File: src/rtl/wdt_params.svh
`ifndef WDT_PARAMS_SVH
`define WDT_PARAMS_SVH
// ****************************************************************
// Register word indices; byte address is four times the index.
// ****************************************************************
`define CFG_IDX 10'h000
`define IRQ_STAT_IDX 10'h001
`define IRQ_MASK_IDX 10'h002
`define SERVICE_KEY_IDX 10'h0b5
`define TIMER_CTRL_IDX 10'h0b6
// ****************************************************************
// Field positions.
// ****************************************************************
`define CFG_ARM_BIT 0
`define CFG_IDLE_BIT 1
`define CFG_PROG_BIT 2
`define CFG_LOCK_BIT 3
`define TCTRL_IRQ_EN_BIT 0
`define TCTRL_FLAG_BIT 1
`define TCTRL_WAKE_EN_BIT 7
`define EV_BASE_OVF_BIT 0
`define EV_IDLE_WAKE_BIT 1
`define EV_WD_FAULT_BIT 2
// ****************************************************************
// Values and counts.
// ****************************************************************
`define SERVICE_KEY 8'h1b
`define RESTART_ADDR 12'hc00
`define BASE_RESET 12'h000
`define WD_FIRST_OK 4'h1
`define WD_LAST_OK 4'he
`define WD_LAST_COUNT 4'hf
`define RESET_DELAY_CYCLES 16
`define RESP_OKAY 2'b00
`define RESP_SLVERR 2'b10
`endif

File: src/rtl/wdt_pkg.sv
package wdt_pkg;
    typedef enum logic [2:0]
    {
        MODE_RUN = 3'b001,
        MODE_IDLE = 3'b010,
        MODE_SYS_RESET = 3'b100
    } mode_t;

    typedef struct packed
    {
        logic [2:0] sync1;
        logic [2:0] sync2;
        mode_t mode;
        logic [15:0] rst_cnt;
        logic [11:0] base;
        logic idle_ext;
        logic [3:0] wd_count;
        logic arm;
        logic ovf_flag;
        logic tmr_irq_en;
        logic wake_irq_en;
        logic [2:0] ev_stat;
        logic [2:0] ev_mask;
        logic aw_ok;
        logic [9:0] aw_idx;
        logic w_ok;
        logic [7:0] w_data;
        logic w_lane0;
        logic awready;
        logic wready;
        logic bvalid;
        logic [1:0] bresp;
        logic arready;
        logic rvalid;
        logic [7:0] rdata;
        logic [1:0] rresp;
        logic irq;
        logic base_irq;
        logic sys_reset;
    } state_t;
endpackage : wdt_pkg

File: src/rtl/idle_and_watchdog_timer_ext.sv
`include "wdt_params.svh"

module idle_and_watchdog_timer_ext #(
    parameter int RESET_DELAY = `RESET_DELAY_CYCLES,
    parameter bit ARM_DEFAULT = 1'b1
)
(
    // Clock and reset
    input wire logic ref_clk,
    input wire logic rst_n,
    // AXI4-Lite write address
    input wire logic awvalid,
    output logic awready,
    input wire logic [11:0] awaddr,
    input wire logic [2:0] awprot,
    // AXI4-Lite write data
    input wire logic wvalid,
    output logic wready,
    input wire logic [31:0] wdata,
    input wire logic [3:0] wstrb,
    // AXI4-Lite write response
    output logic bvalid,
    input wire logic bready,
    output logic [1:0] bresp,
    // AXI4-Lite read address
    input wire logic arvalid,
    output logic arready,
    input wire logic [11:0] araddr,
    input wire logic [2:0] arprot,
    // AXI4-Lite read data
    output logic rvalid,
    input wire logic rready,
    output logic [31:0] rdata,
    output logic [1:0] rresp,
    // Device pins and mode straps
    input wire logic pin_edge_waker,
    input wire logic prog_mode,
    input wire logic memory_write_lock,
    // Device outputs
    output logic idle_mode,
    output logic system_reset,
    output logic [11:0] restart_addr,
    output logic base_timer_irq,
    output logic irq
);

    wdt_pkg::state_t st;
    wdt_pkg::state_t next_st;

    logic wake_pin;
    logic in_prog;
    logic lock_on;
    logic base_wrap;
    logic idle_wrap;
    logic wd_expire;
    logic wr_fire;
    logic wr_hit;
    logic rd_hit;
    logic key_write;
    logic key_match;
    logic service_ok;
    logic service_bad;
    logic [9:0] ar_idx;
    logic [2:0] events;

    // ****************************************************************
    // Derived conditions.
    // ****************************************************************
    assign wake_pin = st.sync2[0];
    assign in_prog = st.sync2[1];
    assign lock_on = st.sync2[2];
    assign ar_idx = araddr[11:2];

    always_comb
    begin
        base_wrap = (st.base == 12'hfff);
        // idle bit wraps on second base overflow
        idle_wrap = base_wrap && st.idle_ext;
        wd_expire = base_wrap && (st.wd_count == `WD_LAST_COUNT);
        wr_fire = st.aw_ok && st.w_ok && !st.bvalid;
        wr_hit = (st.aw_idx == `CFG_IDX) || (st.aw_idx == `IRQ_STAT_IDX)
            || (st.aw_idx == `IRQ_MASK_IDX)
            || (st.aw_idx == `SERVICE_KEY_IDX)
            || (st.aw_idx == `TIMER_CTRL_IDX);
        rd_hit = (ar_idx == `CFG_IDX) || (ar_idx == `IRQ_STAT_IDX)
            || (ar_idx == `IRQ_MASK_IDX) || (ar_idx == `SERVICE_KEY_IDX)
            || (ar_idx == `TIMER_CTRL_IDX);
        key_write = wr_fire && st.w_lane0
            && (st.aw_idx == `SERVICE_KEY_IDX);
        // only the exact key counts as a service
        key_match = key_write && (st.w_data == `SERVICE_KEY);
        // window of counts one to fourteen
        service_ok = key_match && (st.wd_count >= `WD_FIRST_OK)
            && (st.wd_count <= `WD_LAST_OK);
        service_bad = key_match && !service_ok;
        events = 3'h0;
        events[`EV_BASE_OVF_BIT] = base_wrap;
        events[`EV_IDLE_WAKE_BIT] = wake_pin
            && (st.mode == wdt_pkg::MODE_IDLE);
        events[`EV_WD_FAULT_BIT] = wd_expire || service_bad;
    end

    // ****************************************************************
    // Next state.
    // ****************************************************************
    always_comb
    begin
        next_st = st;
        next_st.sync1 = {memory_write_lock, prog_mode, pin_edge_waker};
        next_st.sync2 = st.sync1;

        // Timers.
        // free-running base counter
        next_st.base = st.base + 12'h001;
        if (base_wrap)
        begin
            next_st.idle_ext = !st.idle_ext;
            next_st.wd_count = st.wd_count + 4'h1;
        end
        if (service_ok)
        begin
            next_st.wd_count = 4'h0;
        end

        // flag sets on wrap, write 0 clears, set wins
        if (wr_fire && st.w_lane0 && (st.aw_idx == `TIMER_CTRL_IDX))
        begin
            next_st.tmr_irq_en = st.w_data[`TCTRL_IRQ_EN_BIT];
            next_st.wake_irq_en = st.w_data[`TCTRL_WAKE_EN_BIT];
            if (!st.w_data[`TCTRL_FLAG_BIT])
            begin
                next_st.ovf_flag = 1'b0;
            end
        end
        if (base_wrap)
        begin
            next_st.ovf_flag = 1'b1;
        end

        // Configuration writes.
        if (wr_fire && st.w_lane0 && (st.aw_idx == `CFG_IDX))
        begin
            // arm bit changes only in programming mode
            if (in_prog)
            begin
                // clearing blocked while write lock is on
                if (st.w_data[`CFG_ARM_BIT] || !lock_on)
                begin
                    next_st.arm = st.w_data[`CFG_ARM_BIT];
                end
            end
            if (st.w_data[`CFG_IDLE_BIT] && (st.mode == wdt_pkg::MODE_RUN))
            begin
                next_st.mode = wdt_pkg::MODE_IDLE;
            end
        end

        // Sticky events and mask; a new event wins over its clear.
        if (wr_fire && st.w_lane0 && (st.aw_idx == `IRQ_STAT_IDX))
        begin
            next_st.ev_stat = st.ev_stat & ~st.w_data[2:0];
        end
        if (wr_fire && st.w_lane0 && (st.aw_idx == `IRQ_MASK_IDX))
        begin
            next_st.ev_mask = st.w_data[2:0];
        end
        next_st.ev_stat = next_st.ev_stat | events;

        // Idle wake.
        if (st.mode == wdt_pkg::MODE_IDLE)
        begin
            // pin waker or idle timer ends idle
            // execution resumes on the next clock
            if (wake_pin || idle_wrap)
            begin
                next_st.mode = wdt_pkg::MODE_RUN;
            end
        end

        // expiry resets the system only when armed
        // early or late service also resets
        if (st.arm && (wd_expire || service_bad))
        begin
            next_st.mode = wdt_pkg::MODE_SYS_RESET;
            next_st.rst_cnt = 16'(RESET_DELAY);
        end

        // AXI4-Lite write channel: address and data taken in either order.
        next_st.awready = !st.aw_ok && !st.bvalid
            && !(awvalid && st.awready);
        next_st.wready = !st.w_ok && !st.bvalid
            && !(wvalid && st.wready);
        if (awvalid && st.awready)
        begin
            next_st.aw_ok = 1'b1;
            next_st.aw_idx = awaddr[11:2];
        end
        if (wvalid && st.wready)
        begin
            next_st.w_ok = 1'b1;
            next_st.w_data = wdata[7:0];
            next_st.w_lane0 = wstrb[0];
        end
        if (wr_fire)
        begin
            next_st.bvalid = 1'b1;
            next_st.bresp = wr_hit ? `RESP_OKAY : `RESP_SLVERR;
            next_st.aw_ok = 1'b0;
            next_st.w_ok = 1'b0;
        end
        if (st.bvalid && bready)
        begin
            next_st.bvalid = 1'b0;
            next_st.awready = 1'b1;
            next_st.wready = 1'b1;
        end

        // AXI4-Lite read channel.
        next_st.arready = !st.rvalid && !(arvalid && st.arready);
        if (arvalid && st.arready)
        begin
            next_st.rvalid = 1'b1;
            next_st.rresp = rd_hit ? `RESP_OKAY : `RESP_SLVERR;
            next_st.rdata = 8'h00;
            unique case (ar_idx)
                `CFG_IDX:
                begin
                    next_st.rdata[`CFG_ARM_BIT] = st.arm;
                    next_st.rdata[`CFG_IDLE_BIT] =
                        (st.mode == wdt_pkg::MODE_IDLE);
                    next_st.rdata[`CFG_PROG_BIT] = in_prog;
                    next_st.rdata[`CFG_LOCK_BIT] = lock_on;
                end
                `IRQ_STAT_IDX: next_st.rdata[2:0] = st.ev_stat;
                `IRQ_MASK_IDX: next_st.rdata[2:0] = st.ev_mask;
                // idle and watchdog counts stay hidden
                // only the overflow flag is observable
                `TIMER_CTRL_IDX:
                begin
                    next_st.rdata[`TCTRL_IRQ_EN_BIT] = st.tmr_irq_en;
                    next_st.rdata[`TCTRL_FLAG_BIT] = st.ovf_flag;
                    next_st.rdata[`TCTRL_WAKE_EN_BIT] = st.wake_irq_en;
                end
                default: next_st.rdata = 8'h00;
            endcase
        end
        if (st.rvalid && rready)
        begin
            next_st.rvalid = 1'b0;
            next_st.arready = 1'b1;
        end

        // system reset holds timers, flags and masks cleared for the delay; fault bit set, arm bit kept
        if (st.mode == wdt_pkg::MODE_SYS_RESET)
        begin
            next_st.base = `BASE_RESET;
            next_st.idle_ext = 1'b0;
            next_st.wd_count = 4'h0;
            next_st.ovf_flag = 1'b0;
            next_st.tmr_irq_en = 1'b0;
            next_st.wake_irq_en = 1'b0;
            next_st.ev_stat = 3'h0;
            next_st.ev_stat[`EV_WD_FAULT_BIT] = 1'b1;
            next_st.ev_mask = 3'h0;
            next_st.rst_cnt = st.rst_cnt - 16'h0001;
            if (st.rst_cnt <= 16'h0001)
            begin
                next_st.mode = wdt_pkg::MODE_RUN;
            end
        end

        next_st.sys_reset = (next_st.mode == wdt_pkg::MODE_SYS_RESET);
        next_st.irq = |(next_st.ev_stat & next_st.ev_mask);
        next_st.base_irq = next_st.ovf_flag && next_st.tmr_irq_en;
    end

    // ****************************************************************
    // State register.
    // ****************************************************************
    // The arm bit stands for a non-volatile cell: only the power-on
    // reset loads it, a watchdog reset leaves it untouched.
    always_ff @(posedge ref_clk or negedge rst_n)
    begin
        if (!rst_n)
        begin
            st <= '0;
            st.mode <= wdt_pkg::MODE_RUN;
            st.base <= `BASE_RESET;
            st.arm <= ARM_DEFAULT;
            st.awready <= 1'b1;
            st.wready <= 1'b1;
            st.arready <= 1'b1;
        end
        else
        begin
            st <= next_st;
        end
    end

    // ****************************************************************
    // Outputs.
    // ****************************************************************
    assign awready = st.awready;
    assign wready = st.wready;
    assign bvalid = st.bvalid;
    assign bresp = st.bresp;
    assign arready = st.arready;
    assign rvalid = st.rvalid;
    assign rdata = {24'h000000, st.rdata};
    assign rresp = st.rresp;
    assign idle_mode = (st.mode == wdt_pkg::MODE_IDLE);
    assign system_reset = st.sys_reset;
    assign restart_addr = `RESTART_ADDR;
    assign base_timer_irq = st.base_irq;
    assign irq = st.irq;

endmodule : idle_and_watchdog_timer_ext

File: config.mk
export PLATFORM = sky130hd
export DESIGN_NAME = idle_and_watchdog_timer_ext
export DESIGN_NICKNAME = d
export VERILOG_FILES = /design/src/rtl/wdt_pkg.sv /design/src/rtl/idle_and_watchdog_timer_ext.sv
export VERILOG_INCLUDE_DIRS = /design/src /design/src/rtl
export SDC_FILE = /design/constraint.sdc
export NUM_CORES = 1
export LEC_CHECK = 0
export BUFFER_PORTS_ARGS = -buffer_cell sky130_fd_sc_hd__clkbuf_2
export CORE_MARGIN = 2
export CORE_UTILIZATION = 45
export DETAILED_ROUTE_END_ITERATION = 16
export PLACE_DENSITY = 0.78
export SLEW_MARGIN = 20
export SYNTH_ARGS = -nofsm -noshare
export SYNTH_HDL_FRONTEND = slang
export SYNTH_SLANG_ARGS = --single-unit
export TNS_END_PERCENT = 5
File: constraint.sdc
create_clock -name ref_clk -period 2.4 [get_ports ref_clk]
set_input_delay 0.24 -clock ref_clk [delete_from_list [all_inputs] [get_ports ref_clk]]
set_output_delay 0.24 -clock ref_clk [all_outputs]
set_load 0.02 [all_outputs]
## After elaboration in Yosys (flattened, before gate mapping)

Cells that the tools add are included.

- Equal/unequal tests: 15
- Multiplexer cells: 29
- Bitwise gates (word level): 4
- $add $sub $neg: 3
- Magnitude comparators: 3
- Reductions and logical operators: 61

Operators by type and width:

| cell | number |
|---|---|
| $eq 10x8->1 const B | 4 |
| $mux 36 | 1 |
| $mux 3 | 10 |
| $logic_and 1x1->1 | 28 |
| $mux 11 | 2 |
| $eq 10x1->1 const B | 2 |
| $eq 10x2->1 const B | 2 |
| $logic_not 10->1 | 2 |
| $mux 19 | 1 |
| $le 16x1->1 const B | 1 |
| $sub 16x1->16 const B | 1 |
| $reduce_bool 2->1 | 7 |
| $add 12x1->12 const B | 1 |
| $eq 12x12->1 const B | 1 |
| $logic_or 1x1->1 | 11 |
| $logic_not 1->1 | 10 |
| $mux 10 | 1 |
| $mux 9 | 1 |
| $eq 8x5->1 const B | 1 |
| $pmux 2 s4 | 1 |
| $and 3x3->3 | 2 |
| $eq 3x3->1 const B | 2 |
| $mux 1 | 6 |
| $mux 2 | 3 |
| 14 further kinds | 14 |

- Logic and storage cells: 144
- Register bits: 90
- Input bits: 76
- Output and inout bits: 57

## Depth between registers and ports, before layout

Gate-level depths: netlist of run 1.

- Depth after elaboration: 15
- Mapped depth: 8
- Mapped depth without buffers: 7

## Worst setup path after synthesis of run 1

Ideal clock, no wire load.

- Path type: register -> register
- Start: register st[52] in the netlist's numbering
- End: register st[80] in the netlist's numbering
- Setup slack: 0.511 ns
- Buffers on the path: 1
- Library setup time: 0.124 ns
- Data required time: 2.276 ns
- Data arrival time: 1.765 ns
- Clock period less this slack: 1.889 ns
- Stages on the path, launching flop included: 9
- Cells stage by stage: dfrtp_1 -> inv_1 -> ha_1 -> or4b_1 -> o31ai_1 -> a41oi_1 -> nor2_2 -> buf_4 -> o21ai_1

- Word-level cells in the longest chain between the ends: 8
- Elaborated cells between the ends (all ways): 11
- Those cells by class: order compare (2); eq/ne (1); reduce/logical (8)

RTL lines:

| what | RTL line | text |
|---|---|---|
| start, declared | idle_and_watchdog_timer_ext.sv:47 | `wdt_pkg::state_t st;` |
| start signal, assigned | idle_and_watchdog_timer_ext.sv:296 | `st <= next_st;` |
| $ge 4x1->1 (no line) | -- |  |
| $logic_and 1x1->1 (2 in a row) | idle_and_watchdog_timer_ext.sv:93 | `` service_ok = key_match && (st.wd_count >= `WD_FIRST_OK) `` |
| $logic_not 1->1 | idle_and_watchdog_timer_ext.sv:95 | `service_bad = key_match && !service_ok;` |
| $logic_and 1x1->1 | idle_and_watchdog_timer_ext.sv:95 |  |
| $logic_or 1x1->1 (*) | idle_and_watchdog_timer_ext.sv:182 | `if (st.arm && (wd_expire \|\| service_bad))` |
| $logic_and 1x1->1 (*) | idle_and_watchdog_timer_ext.sv:182 |  |
| $reduce_bool 2->1 (no line) (*) | -- |  |

Mark *: on every way between the ends. The rest lies on a longest branch, timed or not.
A chain may end at the register's enable or synchronous reset.

## Worst setup path after layout of run 1

- Start: register st[52] in the netlist's numbering
- End: register st[71] in the netlist's numbering

Same word-level chain as after synthesis.

==> results of run 1 <==
## power breakdown
part           internal, W  switching [W]  total, W
Clock             0.000609       0.000503   0.00111
Combinational     0.000361       0.000397  0.000758
Sequential         0.00172       0.000226   0.00195
## timing repair
item	CTS	global route
hold endpoints to repair	49	0
setup endpoints to repair	0	0
hold buffers	4	0
## Yosys cell counts (all sizes together) (8+ instances only)
| master | count |
|---|---|
| or2 | 9 |
| nand3 | 13 |
| or3 | 10 |
| mux2i | 8 |
| mux2 | 20 |
| o21ai | 27 |
| inv | 10 |
| nor2 | 36 |
| buf | 53 |
| dfrtp | 83 |
| a21oi | 14 |
| nand2 | 27 |
| xor2 | 8 |
| nand4 | 12 |
## cells by family (layout without fill, tap and decap cells)
kind of cell	Yosys count	in the layout	share of synthesized area
simple gates	158	158	0.207
flops	88	88	0.484
compound gates	70	70	0.0978
buf+inv	67	92	0.0959
mux	28	28	0.0677
xor+xnor	14	14	0.0269
fa+ha+maj	7	7	0.0192
other cells	2	41	0.00164
## area by class of cell
type	count	area, um^2
inverter	10	37.5
multi-input combinational	318	2070
sequential	88	2210
timing repair buffer	66	385
clock buffer	10	138
fill	866	4740
tap	133	166
clock inverter	6	82.6
## final timing paths
check / from / endpoint / slack, ns / cells after the start
worst max-delay path: st[52]$_DFFE_PN0P_ / st[71]$_DFFE_PN0P_ / 0.25 / 8
worst min-delay path: rready / rvalid$_DFFE_PN0P_ / 0.09 / 2
worst max register to register: st[52]$_DFFE_PN0P_ / st[71]$_DFFE_PN0P_ / 0.25 / 8
worst min register to register: next_st[88]$_DFF_PN0_ / in_prog$_DFF_PN0_ / 0.35 / 0
max in group asynchronous: rst_n / st[84]$_DFF_PN1_ / 1.24 / 3
min in group asynchronous: rst_n / rvalid$_DFFE_PN0P_ / 0.47 / 2
## worst max-delay path, delay by kind of cell (launching register included)
family          cells  cell delay, ns
compound gates      3            0.43
fa+ha+maj           1            0.22
buf+inv             2            0.31
flops               1            0.42
simple gates        2            0.63
## routing by layer
metal / part of all wire / vias up / track usage
met2: 0.48 / 110 / 0.283
met4: 0.017 / 0 / 0.0562
li1: - / 1558 / -
met3: 0.054 / 14 / 0.0324
met1: 0.44 / 1603 / 0.224
met5: 0 / - / 0
## through the flow
step / cells / area [um^2] / total power [W] / hold slack (ns)
2_1_floorplan: 473 / 4710 / 0.00251 / -0.0556
3_3_place_gp: 611 / 4820 / 0.00268 / 0.293
3_5_place_dp: 611 / 4820 / 0.00272 / 0.303
4_1_cts: 631 / 5080 / 0.00384 / 0.0810
5_1_grt: 631 / 5080 / 0.00401 / 0.0917
6_report: 631 / 5080 / 0.00382 / 0.0874
==> results by group, run 1 <==
GRT
  – GRT overflow: 0
  – GRT Util Overall: 0.170
  – First-pass GRT wire length: 15400 um
  – Initial antenna violation count: 0
  – Pin count of the biggest net entering global routing: 51
  – Number of global-route vias before repair: 3267

CTS
  – TritonCTS clock tree: yes
  – Clk root buf: clkbuf_8
  – Number of buffers created by CTS: 9
  – Clock buffer depth: 2
  – Clock sinks: 88
  – Buffer count from post-CTS setup fixing: 0
  – Worst-path clk slew: 0.08 ns
  – H-Tree Depth: 3
  – Clock Latency Late Sink: 0.35 ns
  – CTS resizes: 0

Detailed routing
  – DRT iter0 DRCs: 192
  – First-pass DRT Iterations: 4
  – Avg WL per Cell: 14.2 um
  – Final ANT Viol Nets: 0
  – DRC: 0
  – Final wirelength: 8950 um
  – Vias per cell: 5.21
  – Vias after detailed routing: 3285

Worst setup path
  – Req. time, crit path: 2.63 ns
  – Worst Path Max Fanout: 14
  – Worst path max stage delay: 0.50 ns
  – Crit-path cells: inv_1 -> ha_1 -> or4b_1 -> o31ai_1 -> a41oi_1 -> nor2_2 -> buf_4 -> o21ai_0
  – Slowest CP cell: or4b_1
  – Worst Setup End Kind: flip-flop
  – Critical path launch point type: flip-flop
  – Crit path DAT: 2.38 ns
  – Setup CP Type: flip-flop to flip-flop

Timing
  – Fin crit period: 2.15 ns
  – Relative slew slack: 0.574
  – F_max: 466 MHz
  – Final hold vios: 0
  – Worst slew pin tran: 0.638 ns
  – Layout Skew: 0.00818 ns
  – Unrepaired setup endpoints after global routing: no
  – Final period util: 0.895
  – Final worst setup slack: 0.252 ns
  – Setup TNS Final: 0 ns
  – Pins over their slew limit: 0
  – Setup violators final: 0

Power and ir drop
  – Maximum VDD drop: 495 uV
  – Leakage: 2.39 nW
  – PD cells: 750 nW/um^2

Floorplanning
  – Die area: 11000 um^2
  – Die X: 105 um
  – Core Footprint: 9820 um^2
  – Initial core utilization: 0.465
  – Rows: 36
  – # IOs: 133
  – Die Ht: 105 um

Synthesis
  – Post-synth ARST share: 1.00
  – Yosys warning total: 0
  – Seq/Total Area, Yosys: 0.484
  – Mapped Avg Cell Area: 10.5 um^2
  – Ranking of synthesized cells by area: dfrtp_1 45%, buf_4 8.1%, mux2_2 4.7%
  – Synth unique cells: 72
  – EDFF count, synth: 0
  – Top_reg_cell synth: dfrtp_1
  – Synth top area share: 0.455
  – Synthesis-stage register bit count: 88
  – Mapped Area: 4570 um^2
  – Yosys top cell by area: dfrtp_1
  – Syn Inst Count: 434

Placed design
  – Dpl hpwl: 6610 um
  – Gp weighted congestion: 0.806
  – DP Worst Slack: 0.322 ns
  – Port Buffers: 54

Min path
  – Worst Hold Class: input port to flip-flop

Flow run
  – Max-cap violations: 0

Final layout
  – Commonest non-fill, non-tap cell in the layout: dfrtp_1
  – Area grow syn2layout: 11.3%
  – Max FFs per register: 68
  – Top reg by flops: st
  – Antenna Cells: 0
  – Nets: 576
  – Final Util: 0.518
  – Layout cells sized above 1: 0.257
  – Commonest cells after routing, fill and taps aside: 83 x dfrtp_1, 53 x clkbuf_2, 41 x conb_1, 35 x nor2_1, 27 x nand2_1

Status
  – Outcome: complete, no violations
Power figures use the tool's default switching activity.
==> inputs of run 2 (changes only) <==
--- a/config.mk
+++ b/config.mk
@@ -8,9 +8,9 @@
 export LEC_CHECK = 0
 export BUFFER_PORTS_ARGS = -buffer_cell sky130_fd_sc_hd__clkbuf_2
 export CORE_MARGIN = 2
-export CORE_UTILIZATION = 45
+export CORE_UTILIZATION = 47
 export DETAILED_ROUTE_END_ITERATION = 16
-export PLACE_DENSITY = 0.78
+export PLACE_DENSITY = 0.83
 export SLEW_MARGIN = 20
 export SYNTH_ARGS = -nofsm -noshare
 export SYNTH_HDL_FRONTEND = slang
==> constraint.sdc (replaced) <==
create_clock -name ref_clk -period 1.9 [get_ports ref_clk]
set_input_delay 0.19 -clock ref_clk [delete_from_list [all_inputs] [get_ports ref_clk]]
set_output_delay 0.19 -clock ref_clk [all_outputs]
set_load 0.02 [all_outputs]
==> run 2 against run 1 <==
Compared with the run above:
- the run now ends with negative setup slack left
- critical path type unchanged
- clock skew increased by 0.0021 ns
- core utilization increased by 5.2 points
- register-to-register slack got worse by 0.32 ns
- critical path depth decreased by 1
- sequential cell count unchanged
- die area decreased by 4.1%
- via count increased by 2.7%
- hold slack got worse by 0.054 ns
- first-iteration DRC count increased by 12%
- largest power group unchanged
==> results by group, run 2 (same netlist as run 1, synthesis figures left out) <==
Status
  – Outcome: finished with violations
  – Failing checks: negative setup slack

Placed design
  – Dpl hpwl: 6660 um
  – Gp weighted congestion: 0.843
  – Port Buffers: 54
  – DP Worst Slack: -0.0777 ns

Floorplanning
  – Die Ht: 103 um
  – Die X: 103 um
  – Initial core utilization: 0.489
  – Rows: 35
  – Die area: 10500 um^2
  – Core Footprint: 9330 um^2
  – # IOs: 133

Power and ir drop
  – Leakage: 2.49 nW
  – PD cells: 929 nW/um^2
  – Maximum VDD drop: 660 uV

Final layout
  – Top reg by flops: st
  – Max FFs per register: 68
  – Antenna Cells: 0
  – Area grow syn2layout: 16.4%
  – Filler cells: 791
  – Nets: 596
  – Commonest non-fill, non-tap cell in the layout: dfrtp_1
  – Commonest cells after routing, fill and taps aside: 83 x dfrtp_1, 53 x clkbuf_2, 41 x conb_1, 34 x nor2_1
  – Layout cells sized above 1: 0.302
  – Final Util: 0.570

Timing
  – Final hold vios: 0
  – F_max: 507 MHz
  – Pins over their slew limit: 0
  – Fin crit period: 1.97 ns
  – Setup violators final: 8
  – Final worst setup slack: -0.0714 ns
  – Final period util: 1.04
  – Layout Skew: 0.0102 ns
  – Unrepaired setup endpoints after global routing: yes

GRT
  – Pin count of the biggest net entering global routing: 67
  – GRT Util Overall: 0.186
  – First-pass GRT wire length: 15300 um
  – GRT overflow: 0
  – Number of global-route vias before repair: 3245
  – Initial antenna violation count: 0

Worst setup path
  – Critical path launch point type: flip-flop
  – Worst Setup End Kind: flip-flop
  – Worst Path Max Fanout: 4
  – Req. time, crit path: 2.15 ns
  – Setup CP Type: flip-flop to flip-flop
  – Crit path DAT: 2.22 ns

Detailed routing
  – DRT iter0 DRCs: 215
  – Vias per cell: 5.22
  – First-pass DRT Iterations: 4
  – Final wirelength: 9330 um
  – DRC: 0
  – Final ANT Viol Nets: 0
  – Vias after detailed routing: 3373
  – Avg WL per Cell: 14.4 um

CTS
  – H-Tree Depth: 3
  – TritonCTS clock tree: yes
  – Clock Latency Late Sink: 0.35 ns
  – Clk root buf: clkbuf_8
  – Clock sinks: 88
  – Worst-path clk slew: 0.09 ns
  – Clock buffer depth: 2
  – Number of buffers created by CTS: 9

Min path
  – Worst Hold Class: input port to flip-flop

Flow run
  – Max-cap violations: 0
run 2: cell types whose count changed in the layout (fill, tap and decap cells not counted), moves of 2 or more:
cell,previous run,this run
nor4_4,1,3
ha_1,7,5
buf_4,8,27
inv_2,0,2
o21ai_0,17,15
clkinv_2,3,1
o21ai_1,9,11
inv_1,10,8
run 2: power by group:
| group | leakage, nW | switching [W] | internal (W) |
|---|---|---|---|
| sequential | 1.12 | 0.000280 | 0.00217 |
| clock | 0.108 | 0.000653 | 0.000769 |
| combinational | 1.26 | 0.000546 | 0.000513 |
run 2: repair_timing:
| item | CTS | global route |
|---|---|---|
| setup endpoints to repair | 17 | 23 |
| buffers inserted | 1 | 3 |
| hold buffers | 4 | 0 |
| hold endpoints to repair | 25 | 0 |
| gates resized for setup | 9 | 7 |
| pin swaps | 5 | 8 |
run 2: worst paths after layout:
| check | start | to | cells past startpoint | slack [ns] |
|---|---|---|---|---|
| max | st[51]$_DFFE_PN0P_ | st[68]$_DFFE_PN0P_ | 7 | -0.07 |
| min | rready | rvalid$_DFFE_PN0P_ | 2 | 0.03 |
| max reg2reg | st[51]$_DFFE_PN0P_ | st[68]$_DFFE_PN0P_ | 7 | -0.07 |
| min reg2reg | next_st[89]$_DFF_PN0_ | lock_on$_DFF_PN0_ | 0 | 0.37 |
| max in group asynchronous | rst_n | st[50]$_DFFE_PN1P_ | 3 | 1.00 |
| min in group asynchronous | rst_n | rdata[0]$_DFFE_PN0P_ | 2 | 0.26 |
run 2: final cells by class:
cell class	instances	area [um^2]	share of cell area
repair buffers	86	548	0.103
clock inverters	5	81.3	0.0153
multi-input cells	318	2140	0.402
inverters	10	37.5	0.00707
flip-flops and latches	88	2210	0.416
well taps	129	161	0.0304
clock buffers	10	138	0.0259
run 2: critical path, cell delays in order (launching register included):
cell and delay (ns):
dfrtp_1 0.42, inv_2 0.08, ha_1 0.17, or4b_4 0.48, o31ai_4 0.09, a32o_2 0.29
a21oi_2 0.08, mux2_4 0.26
run 2: per-stage QoR:
step / total power, W / hold slack, ns / TNS (ns) / area (um^2) / cells
after detailed placement: 0.00351 / 0.101 / -0.673 / 4950 / 623
after global placement: 0.00345 / 0.102 / -0.0436 / 4950 / 623
after CTS: 0.00494 / 0.0192 / -0.00706 / 5260 / 643
final: 0.00493 / 0.0332 / -0.206 / 5310 / 646
after floorplan: 0.00317 / -0.106 / 0 / 4710 / 473
after global routing: 0.00519 / 0.0386 / -2.05 / 5310 / 646
run 2: layer usage:
metal,up-vias,global-route usage,share of wire
li1,1610,-,-
met1,1625,0.255,0.43
met2,125,0.300,0.49
met3,13,0.0454,0.066
met4,0,0.0431,0.012
met5,-,0,0
==> inputs of run 3 (changes only) <==
--- a/config.mk
+++ b/config.mk
@@ -6,7 +6,7 @@
 export SDC_FILE = /design/constraint.sdc
 export NUM_CORES = 1
 export LEC_CHECK = 0
-export BUFFER_PORTS_ARGS = -buffer_cell sky130_fd_sc_hd__clkbuf_2
+export BUFFER_PORTS_ARGS = -buffer_cell sky130_fd_sc_hd__buf_2
 export CORE_MARGIN = 2
 export CORE_UTILIZATION = 47
 export DETAILED_ROUTE_END_ITERATION = 16
==> run 3 against run 2 <==
Compared with the run above:
- sequential power barely moved
- global-route usage decreased by 0.45 points
- critical path depth did not move
- cell count up 0.15%
- register-to-register slack better by 0.02 ns
- largest power group unchanged
- worst setup slack better by 0.019 ns
- routed wire length about the same
- the run still ends with negative setup slack left
- core utilization increased by 0.17 points
- via count decreased by 0.21%
- clock skew decreased by 0.0019 ns
==> results by group, run 3 (same netlist as run 1, synthesis figures left out) <==
CTS
  – Clk root buf: clkbuf_8
  – Worst-path clk slew: 0.09 ns
  – H-Tree Depth: 3
  – Number of buffers created by CTS: 9
  – Clock Latency Late Sink: 0.35 ns
  – Clock sinks: 88
  – TritonCTS clock tree: yes
  – Clock buffer depth: 2

Final layout
  – Non-Filler Instances: 647
  – Nets: 597
  – Commonest cells after routing, fill and taps aside: 83 x dfrtp_1, 53 x buf_2, 41 x conb_1, 35 x nor2_1, 28 x buf_4
  – Post-route cell area: 5330 um^2
  – Top reg by flops: st
  – Area grow syn2layout: 16.7%
  – Max FFs per register: 68
  – Layout cells sized above 1: 0.307
  – Antenna Cells: 0
  – Final Util: 0.571
  – Commonest non-fill, non-tap cell in the layout: dfrtp_1

Placed design
  – Dpl hpwl: 6620 um
  – Placed Area: 4970 um^2
  – Placed insts: 625
  – Port Buffers: 54
  – Gp weighted congestion: 0.829

Floorplanning
  – Initial core utilization: 0.489
  – Die area: 10500 um^2
  – Core Footprint: 9330 um^2
  – Die X: 103 um
  – Die Ht: 103 um
  – # IOs: 133
  – Rows: 35

Detailed routing
  – First-pass DRT Iterations: 4
  – Vias after detailed routing: 3366
  – Final ANT Viol Nets: 0
  – DRC: 0
  – Vias per cell: 5.20
  – Avg WL per Cell: 14.4 um
  – DRT iter0 DRCs: 136
  – Final wirelength: 9340 um

Worst setup path
  – Critical path launch point type: flip-flop
  – Critical path startpoint: st[51]$_DFFE_PN0P_
  – RR Startpoint: st[51]$_DFFE_PN0P_
  – R2R cell count: 7
  – Worst Path Max Fanout: 4
  – Worst Setup End Kind: flip-flop
  – Setup CP Type: flip-flop to flip-flop
  – Worst path max stage delay: 0.48 ns
  – Reg-to-reg setup timing slack: -0.05 ns
  – Req. time, crit path: 2.14 ns
  – Crit-path cells: inv_2 -> ha_4 -> or4b_4 -> o31ai_4 -> a32o_2 -> a21oi_2 -> mux2_4
  – Worst Setup EP: st[68]$_DFFE_PN0P_
  – Slowest CP cell: or4b_4
  – Crit path DAT: 2.19 ns
  – R2r endpoint: st[68]$_DFFE_PN0P_

Timing
  – Layout Skew: 0.00838 ns
  – Unrepaired setup endpoints after global routing: yes
  – Pins over their slew limit: 0
  – WHS: 0.0339 ns
  – Final worst setup slack: -0.0522 ns
  – F_max: 512 MHz
  – Final period util: 1.03
  – Final hold vios: 0
  – Setup violators final: 3
  – Fin crit period: 1.95 ns

GRT
  – Met2 usage: 0.299
  – Pin count of the biggest net entering global routing: 67
  – GRT overflow: 0
  – GRT Util Overall: 0.181
  – First-pass GRT wire length: 14700 um
  – Number of global-route vias before repair: 3222
  – Top Usage Layer GRT: met2
  – Met1 usage: 0.233
  – Global Route met3 Usage: 0.0386
  – Initial antenna violation count: 0

Power and ir drop
  – Maximum VDD drop: 714 uV
  – Leakage: 2.51 nW
  – PD cells: 929 nW/um^2

Status
  – Outcome: finished with violations
  – Failing checks: negative setup slack

Min path
  – Worst Hold Class: input port to flip-flop

Flow run
  – Max-cap violations: 0
## run 3: changes by cell type in the layout (fill, tap and decap cells not counted), sizes merged
cell    before  now
buf         29   83
clkbuf      63   10
## run 3: worst max-delay path: cells and delay by family, from the launching register on
family	cells	cell delay [ns]
AO/OA/AOI/OAI	3	0.46
adder cells (fa/ha/maj)	1	0.12
buffers and inverters	1	0.10
flip-flops	1	0.43
multiplexers	1	0.26
AND/OR/NAND/NOR	1	0.48
## run 3: how the worst min path moves through the flow
stage          startpoint                  endpoint  slack [ns]  depth (start not counted)
2_1_floorplan       rst_n  base_timer_irq$_DFF_PN0_       -0.11                          0
3_3_place_gp        rst_n      rdata[7]$_DFFE_PN0P_        0.10                          1
3_5_place_dp        rst_n      rdata[7]$_DFFE_PN0P_        0.10                          1
4_1_cts            rready        rvalid$_DFFE_PN0P_        0.03                          2
5_1_grt            rready        rvalid$_DFFE_PN0P_        0.03                          2
6_report           rready        rvalid$_DFFE_PN0P_        0.03                          2
## run 3: cell type report
| type | count | area (um^2) |
|---|---|---|
| fillers | 784 | 4000 |
| flip-flops and latches | 88 | 2210 |
| multi-input cells | 318 | 2150 |
| repair buffers | 87 | 556 |
| well taps | 129 | 161 |
| clock buffers | 10 | 138 |
| clock inverters | 5 | 81.3 |
| inverters | 10 | 37.5 |
## run 3: stage by stage
| stage | setup WS (ns) | power [W] | TNS, ns |
|---|---|---|---|
| floorplan | 0.0112 | 0.00317 | 0 |
| global placement | -0.00940 | 0.00345 | -0.0285 |
| detailed placement | -0.0668 | 0.00352 | -0.711 |
| CTS | -0.00986 | 0.00495 | -0.00986 |
| global route | -0.117 | 0.00520 | -1.51 |
| finish | -0.0522 | 0.00495 | -0.0717 |
## run 3: power by group
group | internal [W] | switching (W) | total (W)
clock network | 0.000769 | 0.000636 | 0.00140
logic | 0.000521 | 0.000563 | 0.00108
registers | 0.00217 | 0.000288 | 0.00246
total | 0.00346 | 0.00149 | 0.00495
## run 3: timing repair
item | in CTS | in global routing
hold endpoints to repair | 25 | 0
setup buffers | 1 | 2
setup endpoints to repair | 17 | 23
hold buffers | 4 | 0
gates resized for setup | 8 | 10
pin swaps | 3 | 9
## run 3: layer usage
layer | part of all wire | up-vias
li1 | - | 1608
met1 | 0.43 | 1619
met2 | 0.49 | 124
met3 | 0.062 | 15
met4 | 0.023 | 0
met5 | 0 | -
